[src/rtl/esf_pkg.sv]
/*
 * Constants for the exception stack frame builder: frame formats, byte
 * offsets, frame lengths and exception cause codes.
 * Assumes a byte-addressed supervisor stack on a 32-bit data bus.
 */
package esf_pkg;

	// ==========================================================
	// Frame format codes
	localparam logic [3:0] ESF_FMT_NORMAL = 4'h0;
	localparam logic [3:0] ESF_FMT_THROW  = 4'h1;
	localparam logic [3:0] ESF_FMT_SIX    = 4'h2;
	localparam logic [3:0] ESF_FMT_MID    = 4'h9;

	// ==========================================================
	// Byte offsets inside a frame
	localparam logic [7:0] ESF_OFF_SR    = 8'h00;
	localparam logic [7:0] ESF_OFF_PC    = 8'h02;
	localparam logic [7:0] ESF_OFF_FMT   = 8'h06;
	localparam logic [7:0] ESF_OFF_IADDR = 8'h08;
	localparam logic [7:0] ESF_OFF_INTR  = 8'h0c;

	// ==========================================================
	// Frame lengths in 16-bit words and in bytes
	localparam logic [3:0] ESF_WORDS_FOUR = 4'h4;
	localparam logic [3:0] ESF_WORDS_SIX  = 4'h6;
	localparam logic [3:0] ESF_WORDS_TEN  = 4'ha;
	localparam logic [7:0] ESF_BYTES_FOUR = 8'h08;
	localparam logic [7:0] ESF_BYTES_SIX  = 8'h0c;
	localparam logic [7:0] ESF_BYTES_TEN  = 8'h14;

	// Frame image depth in 16-bit words
	localparam int ESF_IMG_DEPTH = 10;
	localparam int ESF_IMG_AW    = 4;

	// ==========================================================
	// Exception cause codes
	typedef enum logic [4:0] {
		ESF_EXC_INTERRUPT      = 5'h00,
		ESF_EXC_FORMAT_ERR     = 5'h01,
		ESF_EXC_TRAP_N         = 5'h02,
		ESF_EXC_ILLEGAL        = 5'h03,
		ESF_EXC_ALINE          = 5'h04,
		ESF_EXC_FLINE          = 5'h05,
		ESF_EXC_PRIV           = 5'h06,
		ESF_EXC_CP_PRE         = 5'h07,
		ESF_EXC_BOUNDS         = 5'h08,
		ESF_EXC_DUAL_BOUNDS    = 5'h09,
		ESF_EXC_CP_COND_TRAP   = 5'h0a,
		ESF_EXC_COND_TRAP      = 5'h0b,
		ESF_EXC_OVERFLOW_TRAP  = 5'h0c,
		ESF_EXC_TRACE          = 5'h0d,
		ESF_EXC_ZERO_DIV       = 5'h0e,
		ESF_EXC_MMU_CFG        = 5'h0f,
		ESF_EXC_CP_POST        = 5'h10,
		ESF_EXC_CP_MID         = 5'h11,
		ESF_EXC_PROTO_VIOL     = 5'h12,
		ESF_EXC_INT_IN_CP      = 5'h13
	} esf_exc_t;

	// Builder states, one-hot
	typedef enum logic [4:0] {
		ESF_ST_IDLE  = 5'b00001,
		ESF_ST_FILL  = 5'b00010,
		ESF_ST_WRITE = 5'b00100,
		ESF_ST_READ  = 5'b01000,
		ESF_ST_DONE  = 5'b10000
	} esf_state_t;

endpackage : esf_pkg

[src/rtl/esf_frame_mem.sv]
/*
 * Frame image store: ten 16-bit words, registered dual-word read.
 * Assumes one write port and a read address that may change every cycle.
 */
`timescale 1ns/10ps
`default_nettype none

module esf_frame_mem
	import esf_pkg::*;
(
	input  wire logic                  clk_i,
	input  wire logic                  we_i,
	input  wire logic [ESF_IMG_AW-1:0] waddr_i,
	input  wire logic [15:0]           wdata_i,
	input  wire logic [ESF_IMG_AW-1:0] raddr_i,
	output logic      [31:0]           rdata_o
);

	logic [15:0] mem [ESF_IMG_DEPTH];
	logic [ESF_IMG_AW-1:0] raddr_hi;

	assign raddr_hi = raddr_i + 4'h1;

	always_ff @(posedge clk_i) begin
		if (we_i) begin
			mem[waddr_i] <= wdata_i;
		end
	end

	// Big-endian pair: lower address in the upper half
	always_ff @(posedge clk_i) begin
		rdata_o <= {mem[raddr_i], mem[raddr_hi]};
	end

endmodule : esf_frame_mem

`default_nettype wire

[src/rtl/esf_builder.sv]
/*
 * Exception stack frame builder: picks the frame format for an exception,
 * lays the frame out, pushes it on the supervisor stack with 32-bit writes
 * and can read back the SR, PC and format/vector word of a frame for return from exception.
 * Assumes a word-aligned 32-bit stack memory port answering with ack.
 */
`timescale 1ns/10ps
`default_nettype none

// How it works
// (RULE1) Frame moved as 32-bit long words
// (RULE2) Frame words written last-to-first, not sequential
// (RULE3) Format 0: SR, PC, format/vector word
// (RULE4) Plain exceptions produce the format 0
// (RULE5) Master-to-interrupt transition adds throwaway frame
// (RULE6) Format 2 adds instruction address at 8
// (RULE7) Post-instruction traps give six-word frame
// (RULE8) Midinstruction frame: ten words, format 1001
// (RULE9) Coprocessor mid conditions give ten-word frame
// (RULE10) Push, lower stack pointer, then fetch vector
module esf_builder
	import esf_pkg::*;
(
	input  wire logic        clk_i,
	input  wire logic        sys_rst_i,
	input  wire logic        exc_req_i,
	input  wire logic [4:0]  exc_cause_i,
	input  wire logic [11:0] vec_off_i,
	input  wire logic [15:0] sr_i,
	input  wire logic [31:0] pc_i,
	input  wire logic [31:0] iaddr_i,
	input  wire logic [63:0] intregs_i,
	input  wire logic [31:0] sp_i,
	input  wire logic        throwaway_i,
	input  wire logic        rd_req_i,
	output logic             busy_o,
	output logic             done_o,
	output logic [31:0]      sp_o,
	output logic [3:0]       fmt_o,
	output logic [15:0]      rd_sr_o,
	output logic [31:0]      rd_pc_o,
	output logic [15:0]      rd_fmtvec_o,
	output logic             vec_fetch_o,
	output logic             mem_req_o,
	output logic             mem_we_o,
	output logic [31:0]      mem_addr_o,
	output logic [31:0]      mem_wdata_o,
	input  wire logic        mem_ack_i,
	input  wire logic [31:0] mem_rdata_i
);

	// ==========================================================
	// Format selection
	esf_state_t  state_reg;
	logic [3:0]  fmt_sel;
	logic [3:0]  words_sel;
	logic [7:0]  bytes_sel;

	always_comb begin
		case (esf_exc_t'(exc_cause_i))
			ESF_EXC_BOUNDS, ESF_EXC_DUAL_BOUNDS, ESF_EXC_CP_COND_TRAP,
			ESF_EXC_COND_TRAP, ESF_EXC_OVERFLOW_TRAP, ESF_EXC_TRACE,
			ESF_EXC_ZERO_DIV, ESF_EXC_MMU_CFG, ESF_EXC_CP_POST: begin
				fmt_sel   = ESF_FMT_SIX; // RULE7
				words_sel = ESF_WORDS_SIX;
				bytes_sel = ESF_BYTES_SIX;
			end
			ESF_EXC_CP_MID, ESF_EXC_PROTO_VIOL, ESF_EXC_INT_IN_CP: begin
				fmt_sel   = ESF_FMT_MID; // RULE9
				words_sel = ESF_WORDS_TEN;
				bytes_sel = ESF_BYTES_TEN;
			end
			default: begin
				fmt_sel   = ESF_FMT_NORMAL; // RULE4
				words_sel = ESF_WORDS_FOUR;
				bytes_sel = ESF_BYTES_FOUR;
			end
		endcase
	end

	// ==========================================================
	// Frame image fill
	logic [3:0]  fill_idx_reg;
	logic [3:0]  nwords_reg;
	logic [7:0]  nbytes_reg;
	logic [15:0] fill_word;
	logic [31:0] pc_reg;
	logic [31:0] iaddr_reg;
	logic [63:0] intregs_reg;
	logic [15:0] sr_reg;
	logic [11:0] vec_reg;
	logic        throw_pend_reg;
	logic [3:0]  rd_idx;
	logic [31:0] img_rdata;
	logic        img_we;

	always_comb begin
		case (fill_idx_reg)
			4'h0: fill_word = sr_reg; // RULE3
			4'h1: fill_word = pc_reg[31:16];
			4'h2: fill_word = pc_reg[15:0];
			4'h3: fill_word = {fmt_o, vec_reg}; // RULE3
			4'h4: fill_word = iaddr_reg[31:16]; // RULE6
			4'h5: fill_word = iaddr_reg[15:0];
			4'h6: fill_word = intregs_reg[63:48]; // RULE8
			4'h7: fill_word = intregs_reg[47:32];
			4'h8: fill_word = intregs_reg[31:16];
			default: fill_word = intregs_reg[15:0];
		endcase
	end

	assign img_we = (state_reg == ESF_ST_FILL);

	esf_frame_mem u_img (
		.clk_i   (clk_i),
		.we_i    (img_we),
		.waddr_i (fill_idx_reg),
		.wdata_i (fill_word),
		.raddr_i (rd_idx),
		.rdata_o (img_rdata)
	);

	// ==========================================================
	// Stack transfer control
	logic [3:0]  xfer_idx_reg;
	logic        pend_reg;
	logic [31:0] base_reg;

	// Highest pair first; read data for the pair is one cycle late
	assign rd_idx = xfer_idx_reg;

	always_ff @(posedge clk_i or posedge sys_rst_i) begin
		if (sys_rst_i) begin
			state_reg      <= ESF_ST_IDLE;
			fill_idx_reg   <= 4'h0;
			xfer_idx_reg   <= 4'h0;
			pend_reg       <= 1'b0;
			nwords_reg     <= 4'h0;
			nbytes_reg     <= 8'h00;
			fmt_o          <= 4'h0;
			sp_o           <= 32'h0;
			base_reg       <= 32'h0;
			throw_pend_reg <= 1'b0;
			sr_reg         <= 16'h0;
			vec_reg        <= 12'h0;
			pc_reg         <= 32'h0;
			iaddr_reg      <= 32'h0;
			intregs_reg    <= 64'h0;
		end else begin
			case (state_reg)
				ESF_ST_IDLE: begin
					if (exc_req_i) begin
						fmt_o          <= fmt_sel;
						nwords_reg     <= words_sel;
						nbytes_reg     <= bytes_sel;
						throw_pend_reg <= throwaway_i;
						sr_reg         <= sr_i;
						vec_reg        <= vec_off_i;
						pc_reg         <= pc_i;
						iaddr_reg      <= iaddr_i;
						intregs_reg    <= intregs_i;
						base_reg       <= sp_i - 32'(bytes_sel); // RULE10
						fill_idx_reg   <= 4'h0;
						state_reg      <= ESF_ST_FILL;
					end else if (rd_req_i) begin
						base_reg     <= sp_i;
						xfer_idx_reg <= 4'h0;
						pend_reg     <= 1'b0;
						state_reg    <= ESF_ST_READ;
					end
				end
				ESF_ST_FILL: begin
					if (fill_idx_reg == nwords_reg - 4'h1) begin
						xfer_idx_reg <= nwords_reg - 4'h2; // RULE2
						pend_reg     <= 1'b0;
						state_reg    <= ESF_ST_WRITE;
					end else begin
						fill_idx_reg <= fill_idx_reg + 4'h1;
					end
				end
				ESF_ST_WRITE: begin
					if (!pend_reg) begin
						pend_reg <= 1'b1;
					end else if (mem_ack_i) begin
						pend_reg <= 1'b0;
						if (xfer_idx_reg == 4'h0) begin
							if (throw_pend_reg) begin
								// Same SR and PC, format 1, eight bytes below the first frame on the same stack
								throw_pend_reg <= 1'b0;
								fmt_o          <= ESF_FMT_THROW; // RULE5
								nwords_reg     <= ESF_WORDS_FOUR;
								nbytes_reg     <= ESF_BYTES_FOUR;
								base_reg       <= base_reg - 32'(ESF_BYTES_FOUR);
								fill_idx_reg   <= 4'h3;
								sp_o           <= base_reg;
								state_reg      <= ESF_ST_FILL;
							end else begin
								sp_o      <= base_reg; // RULE10
								state_reg <= ESF_ST_DONE;
							end
						end else begin
							xfer_idx_reg <= xfer_idx_reg - 4'h2;
						end
					end
				end
				ESF_ST_READ: begin
					if (!pend_reg) begin
						pend_reg <= 1'b1;
					end else if (mem_ack_i) begin
						pend_reg <= 1'b0;
						if (xfer_idx_reg == 4'h2) begin
							state_reg <= ESF_ST_DONE;
						end else begin
							xfer_idx_reg <= xfer_idx_reg + 4'h2;
						end
					end
				end
				ESF_ST_DONE: begin
					state_reg <= ESF_ST_IDLE;
				end
				default: begin
					state_reg <= ESF_ST_IDLE;
				end
			endcase
		end
	end

	// ==========================================================
	// Read-back capture; long word at even word offsets
	always_ff @(posedge clk_i or posedge sys_rst_i) begin
		if (sys_rst_i) begin
			rd_sr_o     <= 16'h0;
			rd_pc_o     <= 32'h0;
			rd_fmtvec_o <= 16'h0;
		end else if (state_reg == ESF_ST_READ && pend_reg && mem_ack_i) begin
			if (xfer_idx_reg == 4'h0) begin
				rd_sr_o         <= mem_rdata_i[31:16]; // RULE1
				rd_pc_o[31:16]  <= mem_rdata_i[15:0];
			end else begin
				rd_pc_o[15:0]   <= mem_rdata_i[31:16];
				rd_fmtvec_o     <= mem_rdata_i[15:0];
			end
		end
	end

	assign busy_o      = (state_reg != ESF_ST_IDLE);
	assign done_o      = (state_reg == ESF_ST_DONE);
	assign vec_fetch_o = done_o && !mem_we_o; // RULE10
	assign mem_req_o   = (state_reg == ESF_ST_WRITE || state_reg == ESF_ST_READ) && pend_reg;
	assign mem_we_o    = (state_reg == ESF_ST_WRITE);
	assign mem_addr_o  = base_reg + {27'h0, xfer_idx_reg, 1'b0}; // RULE1
	assign mem_wdata_o = img_rdata; // RULE1

	// ==========================================================
	// Checks
	a_push_sp_drop: assert property (@(posedge clk_i) disable iff (sys_rst_i)
		(state_reg == ESF_ST_IDLE && exc_req_i)
		|=> (base_reg == $past(sp_i) - 32'($past(bytes_sel))))
		else $error("frame base not below stack pointer"); // RULE10
	a_six_format: assert property (@(posedge clk_i) disable iff (sys_rst_i)
		(state_reg == ESF_ST_IDLE && exc_req_i &&
		 esf_exc_t'(exc_cause_i) == ESF_EXC_ZERO_DIV) |=> (fmt_o == ESF_FMT_SIX))
		else $error("zero divide not six-word"); // RULE7
	a_mid_format: assert property (@(posedge clk_i) disable iff (sys_rst_i)
		(state_reg == ESF_ST_IDLE && exc_req_i &&
		 esf_exc_t'(exc_cause_i) == ESF_EXC_CP_MID) |=> (nwords_reg == ESF_WORDS_TEN))
		else $error("midinstruction frame not ten words"); // RULE8 RULE9
	a_norm_format: assert property (@(posedge clk_i) disable iff (sys_rst_i)
		(state_reg == ESF_ST_IDLE && exc_req_i &&
		 esf_exc_t'(exc_cause_i) == ESF_EXC_TRAP_N) |=> (fmt_o == ESF_FMT_NORMAL))
		else $error("trap not format zero"); // RULE4
	a_fmt_word_top: assert property (@(posedge clk_i) disable iff (sys_rst_i)
		(img_we && fill_idx_reg == 4'h3 && fmt_o != ESF_FMT_THROW &&
		 nwords_reg == ESF_WORDS_FOUR) |-> (fill_word[15:12] == 4'h0))
		else $error("format word top bits wrong"); // RULE3
	a_sp_lowered: assert property (@(posedge clk_i) disable iff (sys_rst_i)
		(state_reg == ESF_ST_WRITE && pend_reg && mem_ack_i &&
		 xfer_idx_reg == 4'h0 && !throw_pend_reg)
		|=> (done_o && sp_o == $past(base_reg)))
		else $error("stack pointer not lowered at push end"); // RULE10
	a_done_sp: assert property (@(posedge clk_i) disable iff (sys_rst_i)
		$rose(state_reg == ESF_ST_DONE) && $past(state_reg) == ESF_ST_WRITE
		|-> (sp_o == mem_addr_o - {27'h0, xfer_idx_reg, 1'b0}))
		else $error("stack pointer not at frame base"); // RULE10
	a_write_aligned: assert property (@(posedge clk_i) disable iff (sys_rst_i)
		(mem_req_o) |-> (mem_addr_o[0] == 1'b0))
		else $error("odd stack address"); // RULE1
	a_throw_fmt: assert property (@(posedge clk_i) disable iff (sys_rst_i)
		(state_reg == ESF_ST_WRITE && mem_ack_i && pend_reg &&
		 xfer_idx_reg == 4'h0 && throw_pend_reg) |=> (fmt_o == ESF_FMT_THROW))
		else $error("throwaway frame not format one"); // RULE5
	a_iaddr_slot: assert property (@(posedge clk_i) disable iff (sys_rst_i)
		(img_we && fill_idx_reg == 4'h4) |-> (fill_word == iaddr_reg[31:16]))
		else $error("instruction address misplaced"); // RULE6
	a_desc_order: assert property (@(posedge clk_i) disable iff (sys_rst_i)
		(state_reg == ESF_ST_WRITE && pend_reg && mem_ack_i && xfer_idx_reg != 4'h0)
		|=> (xfer_idx_reg == $past(xfer_idx_reg) - 4'h2))
		else $error("write order broken"); // RULE2

	c_norm_push: cover property (@(posedge clk_i) state_reg == ESF_ST_DONE && fmt_o == ESF_FMT_NORMAL);
	c_throw_push: cover property (@(posedge clk_i) state_reg == ESF_ST_DONE && fmt_o == ESF_FMT_THROW);
	c_mid_push: cover property (@(posedge clk_i) state_reg == ESF_ST_DONE && fmt_o == ESF_FMT_MID);
	c_readback: cover property (@(posedge clk_i) $past(state_reg) == ESF_ST_READ && done_o);

endmodule : esf_builder

`default_nettype wire

[config.mk]
export PLATFORM = sky130hd
export DESIGN_NAME = esf_builder
export DESIGN_NICKNAME = d
export VERILOG_FILES = /design/src/rtl/esf_pkg.sv /design/src/rtl/esf_frame_mem.sv /design/src/rtl/esf_builder.sv
export SDC_FILE = /design/constraint.sdc
export NUM_CORES = 1
export LEC_CHECK = 0
export BUFFER_PORTS_ARGS = -buffer_cell sky130_fd_sc_hd__buf_2
export CELL_PAD_IN_SITES_DETAIL_PLACEMENT = 2
export CELL_PAD_IN_SITES_GLOBAL_PLACEMENT = 2
export CORE_UTILIZATION = 39
export DETAILED_ROUTE_END_ITERATION = 12
export PLACE_DENSITY = 0.94
export SLEW_MARGIN = 10
export SYNTH_ARGS = -nofsm -noshare
export SYNTH_HDL_FRONTEND = slang
export SYNTH_SLANG_ARGS = --single-unit
[constraint.sdc]
create_clock -name clk_i -period 21.4 [get_ports clk_i]
set_input_delay 3.21 -clock clk_i [delete_from_list [all_inputs] [get_ports clk_i]]
set_output_delay 3.21 -clock clk_i [all_outputs]
set_load 0.005 [all_outputs]
==> reports/metrics.cfg <==
[outcome]
status = finished, final reports clean

[worst_hold_path]
hold_start = u_img.mem[9][7]
hold_class = flop to flop

[yosys]
synth_warnings = 0
synthArstFlopShare_pct = 61.21
synth_flop_cell = dfrtp_1
syn-num-nets = 2078
ys_seq_area_share_pct = 61.33
syn_area_per_cell_sq_um = 11.60
synth.area.top_cells = dfrtp_1, edfxtp_1, nand2_1
synthCells = 1831
ys_seq_elements = 495
synth_cell_types = 76
synth_top_area_share_pct = 35.57
synth_enable_flop_cells = 160
syn_area_sq_mm = 0.02124
yosys.area.top_type = dfrtp_1

[worst_setup_path]
crit_required_ns = 18.19
reg2reg_slack_ns = 17.48
crit_path_start_kind = flop
path_max_fanout = 5
reg2reg_depth = 8
setup.worst_path.start = base_reg[2]
cp_data_arrival_time_ns = 3.66
r2r_end = base_reg[28]
crit_end = mem_addr_o[26]
timing.rr.start = state_reg[4]
worstSetupPathType = flop to primary output
cp-end-kind = primary output

[final_layout]
drive_above_1_share_pct = 28.13
fin_cells = 2932
area_delta_synth_final_pct = 20.57
fin_util_pct = 47.60
layout_common_cells = nand2_1, buf_2, dfrtp_1
largest_register_ffs = 160
finalNetCount = 2432
num-fill-cells = 5457
final_cell_area_sq_mm = 0.02561
layout_commonest_cell = nand2_1

[clock_network]
clk_pin_slew_ns = 0.06
cts_sinks = 495
cts_buffers = 53
cts_tree = yes
ctsResizeCount = 0
post-cts-setup-buffer-count = 0
cts_max_path_buffers = 3
clock_latency_ns = 0.63
cts_root_buf = clkbuf_16
htreeDepth = 2
holdBufCountCts = 0

[timing]
worst_pin_slew_ns = 1.322
period_needed_ns = 6.869
rsz0062_at_grt = no
fin_crit_sh_pct = 32.10
fin_skew_ns = 0.02401
fmax_mhz = 145.6
maxSlewViolCount = 0
timing.final.setup_violations = 0
whs_ns = 0.4776
hold_viol_final = 0
fin_ws_ns = 14.53
relSlewSlack_pct = 11.46
tns_ns = 0

[global_routing]
grt_max_degree = 109
grtUsageTotal_pct = 29.04
grt_pass1_vias = 18700
overflow = 0
antenna_found_initial = 6
grt_pass1_wl_um = 120900

[place]
dp_slack_ns = 14.70
place_congestion = 0.8645
post-dp-hpwl_um = 53960
dpl.cell_count = 2826
place_area_sq_mm = 0.02387
placement.io_buffers = 398

[drt]
postRouteAntennaNets = 0
route.detailed.drc = 0
wl_per_cell_um = 27.42
dr.first_iter.drc_count = 1208
drt_pass1_iterations = 5
via_per_inst = 5.692
drt-total-wl_um = 80410
via_count = 16690

[power]
ir_worst_vdd_uv = 74.62
leakage_nw = 11.82
finalPower_mw = 3.825
pwr_density_cell_mw_per_mm2 = 149.3

[die]
die_h_um = 235.4
dieArea_sq_mm = 0.05541
initial_core_util_pct = 39.48
design.core.area_sq_mm = 0.05381
die_width_um = 235.4
rows = 85
num_io_pins = 400

[run]
max_cap_violations = 0

[metal layers]
layer  GRT usage, %  wire length (um)  vias up
met2          51.29             41480      648
met3          4.350              3922      211
met5              0                14        -
met4          14.28              4163        2
met1          34.52             30830     8678
li1               -                 -     7150
[Yosys cell counts, types with 20 or more instances]
master,instances
mux4_2,32
dfrtp_1,302
dfxtp_1,32
nor2_1,64
inv_1,20
nand3_1,30
mux2_1,52
nor3_1,30
clkbuf_1,94
mux2_2,74
a222oi_1,30
a221oi_1,20
xor2_1,21
xnor2_1,36
o21ai_0,21
nand2_1,530
edfxtp_1,160
a21oi_1,31
[kinds of logic after synthesis]
group / Yosys count / synth area share [%]
simple gates: 757 / 15.32
flops: 495 / 61.33
compound gates: 200 / 7.038
mux: 159 / 10.12
buf+inv: 145 / 2.709
xor+xnor: 58 / 2.456
fa+ha+maj: 16 / 1.013
other cells: 1 / 0.01765
[cell type report]
cell class | count | area (sq um) | share of cell area [%]
multi-input combinational | 1191 | 7716 | 30.12
antenna | 7 | 17.52 | 0.06839
clock buffer | 80 | 1529 | 5.969
tap | 696 | 870.8 | 3.400
timing repair buffer | 420 | 2157 | 8.421
clock inverter | 19 | 196.4 | 0.7669
sequential | 495 | 13030 | 50.87
inverter | 24 | 97.59 | 0.3810
[worst min path at each step]
stage                        endpoint  slack, ns  cells after the start
floorplan               iaddr_reg[11]       0.44                      2
global placement    u_img.rdata_o[16]       0.45                      1
detailed placement    intregs_reg[29]       0.47                      2
CTS                   intregs_reg[31]       0.48                      2
global route          intregs_reg[31]       0.50                      2
finish               u_img.rdata_o[7]       0.48                      1
[worst max-delay path: stages, from the launching register on]
cell and delay [ns]:
dfrtp_1 0.46, ha_1 0.22, inv_1 0.06, fa_1 0.41, nor2b_1 0.23, o2111ai_1 0.35
nor2_1 0.37, nand3_1 0.36, nor2_1 0.29, xor2_1 0.16, buf_2 0.13
[where the power goes]
group / internal [mW] / total [mW] / leakage, nW / switching, mW
registers: 1.39 / 1.63 / 5.61 / 0.240
clock network: 0.520 / 0.918 / 0.833 / 0.398
logic: 0.434 / 1.28 / 5.38 / 0.846
(Power assumes the default switching activity.)
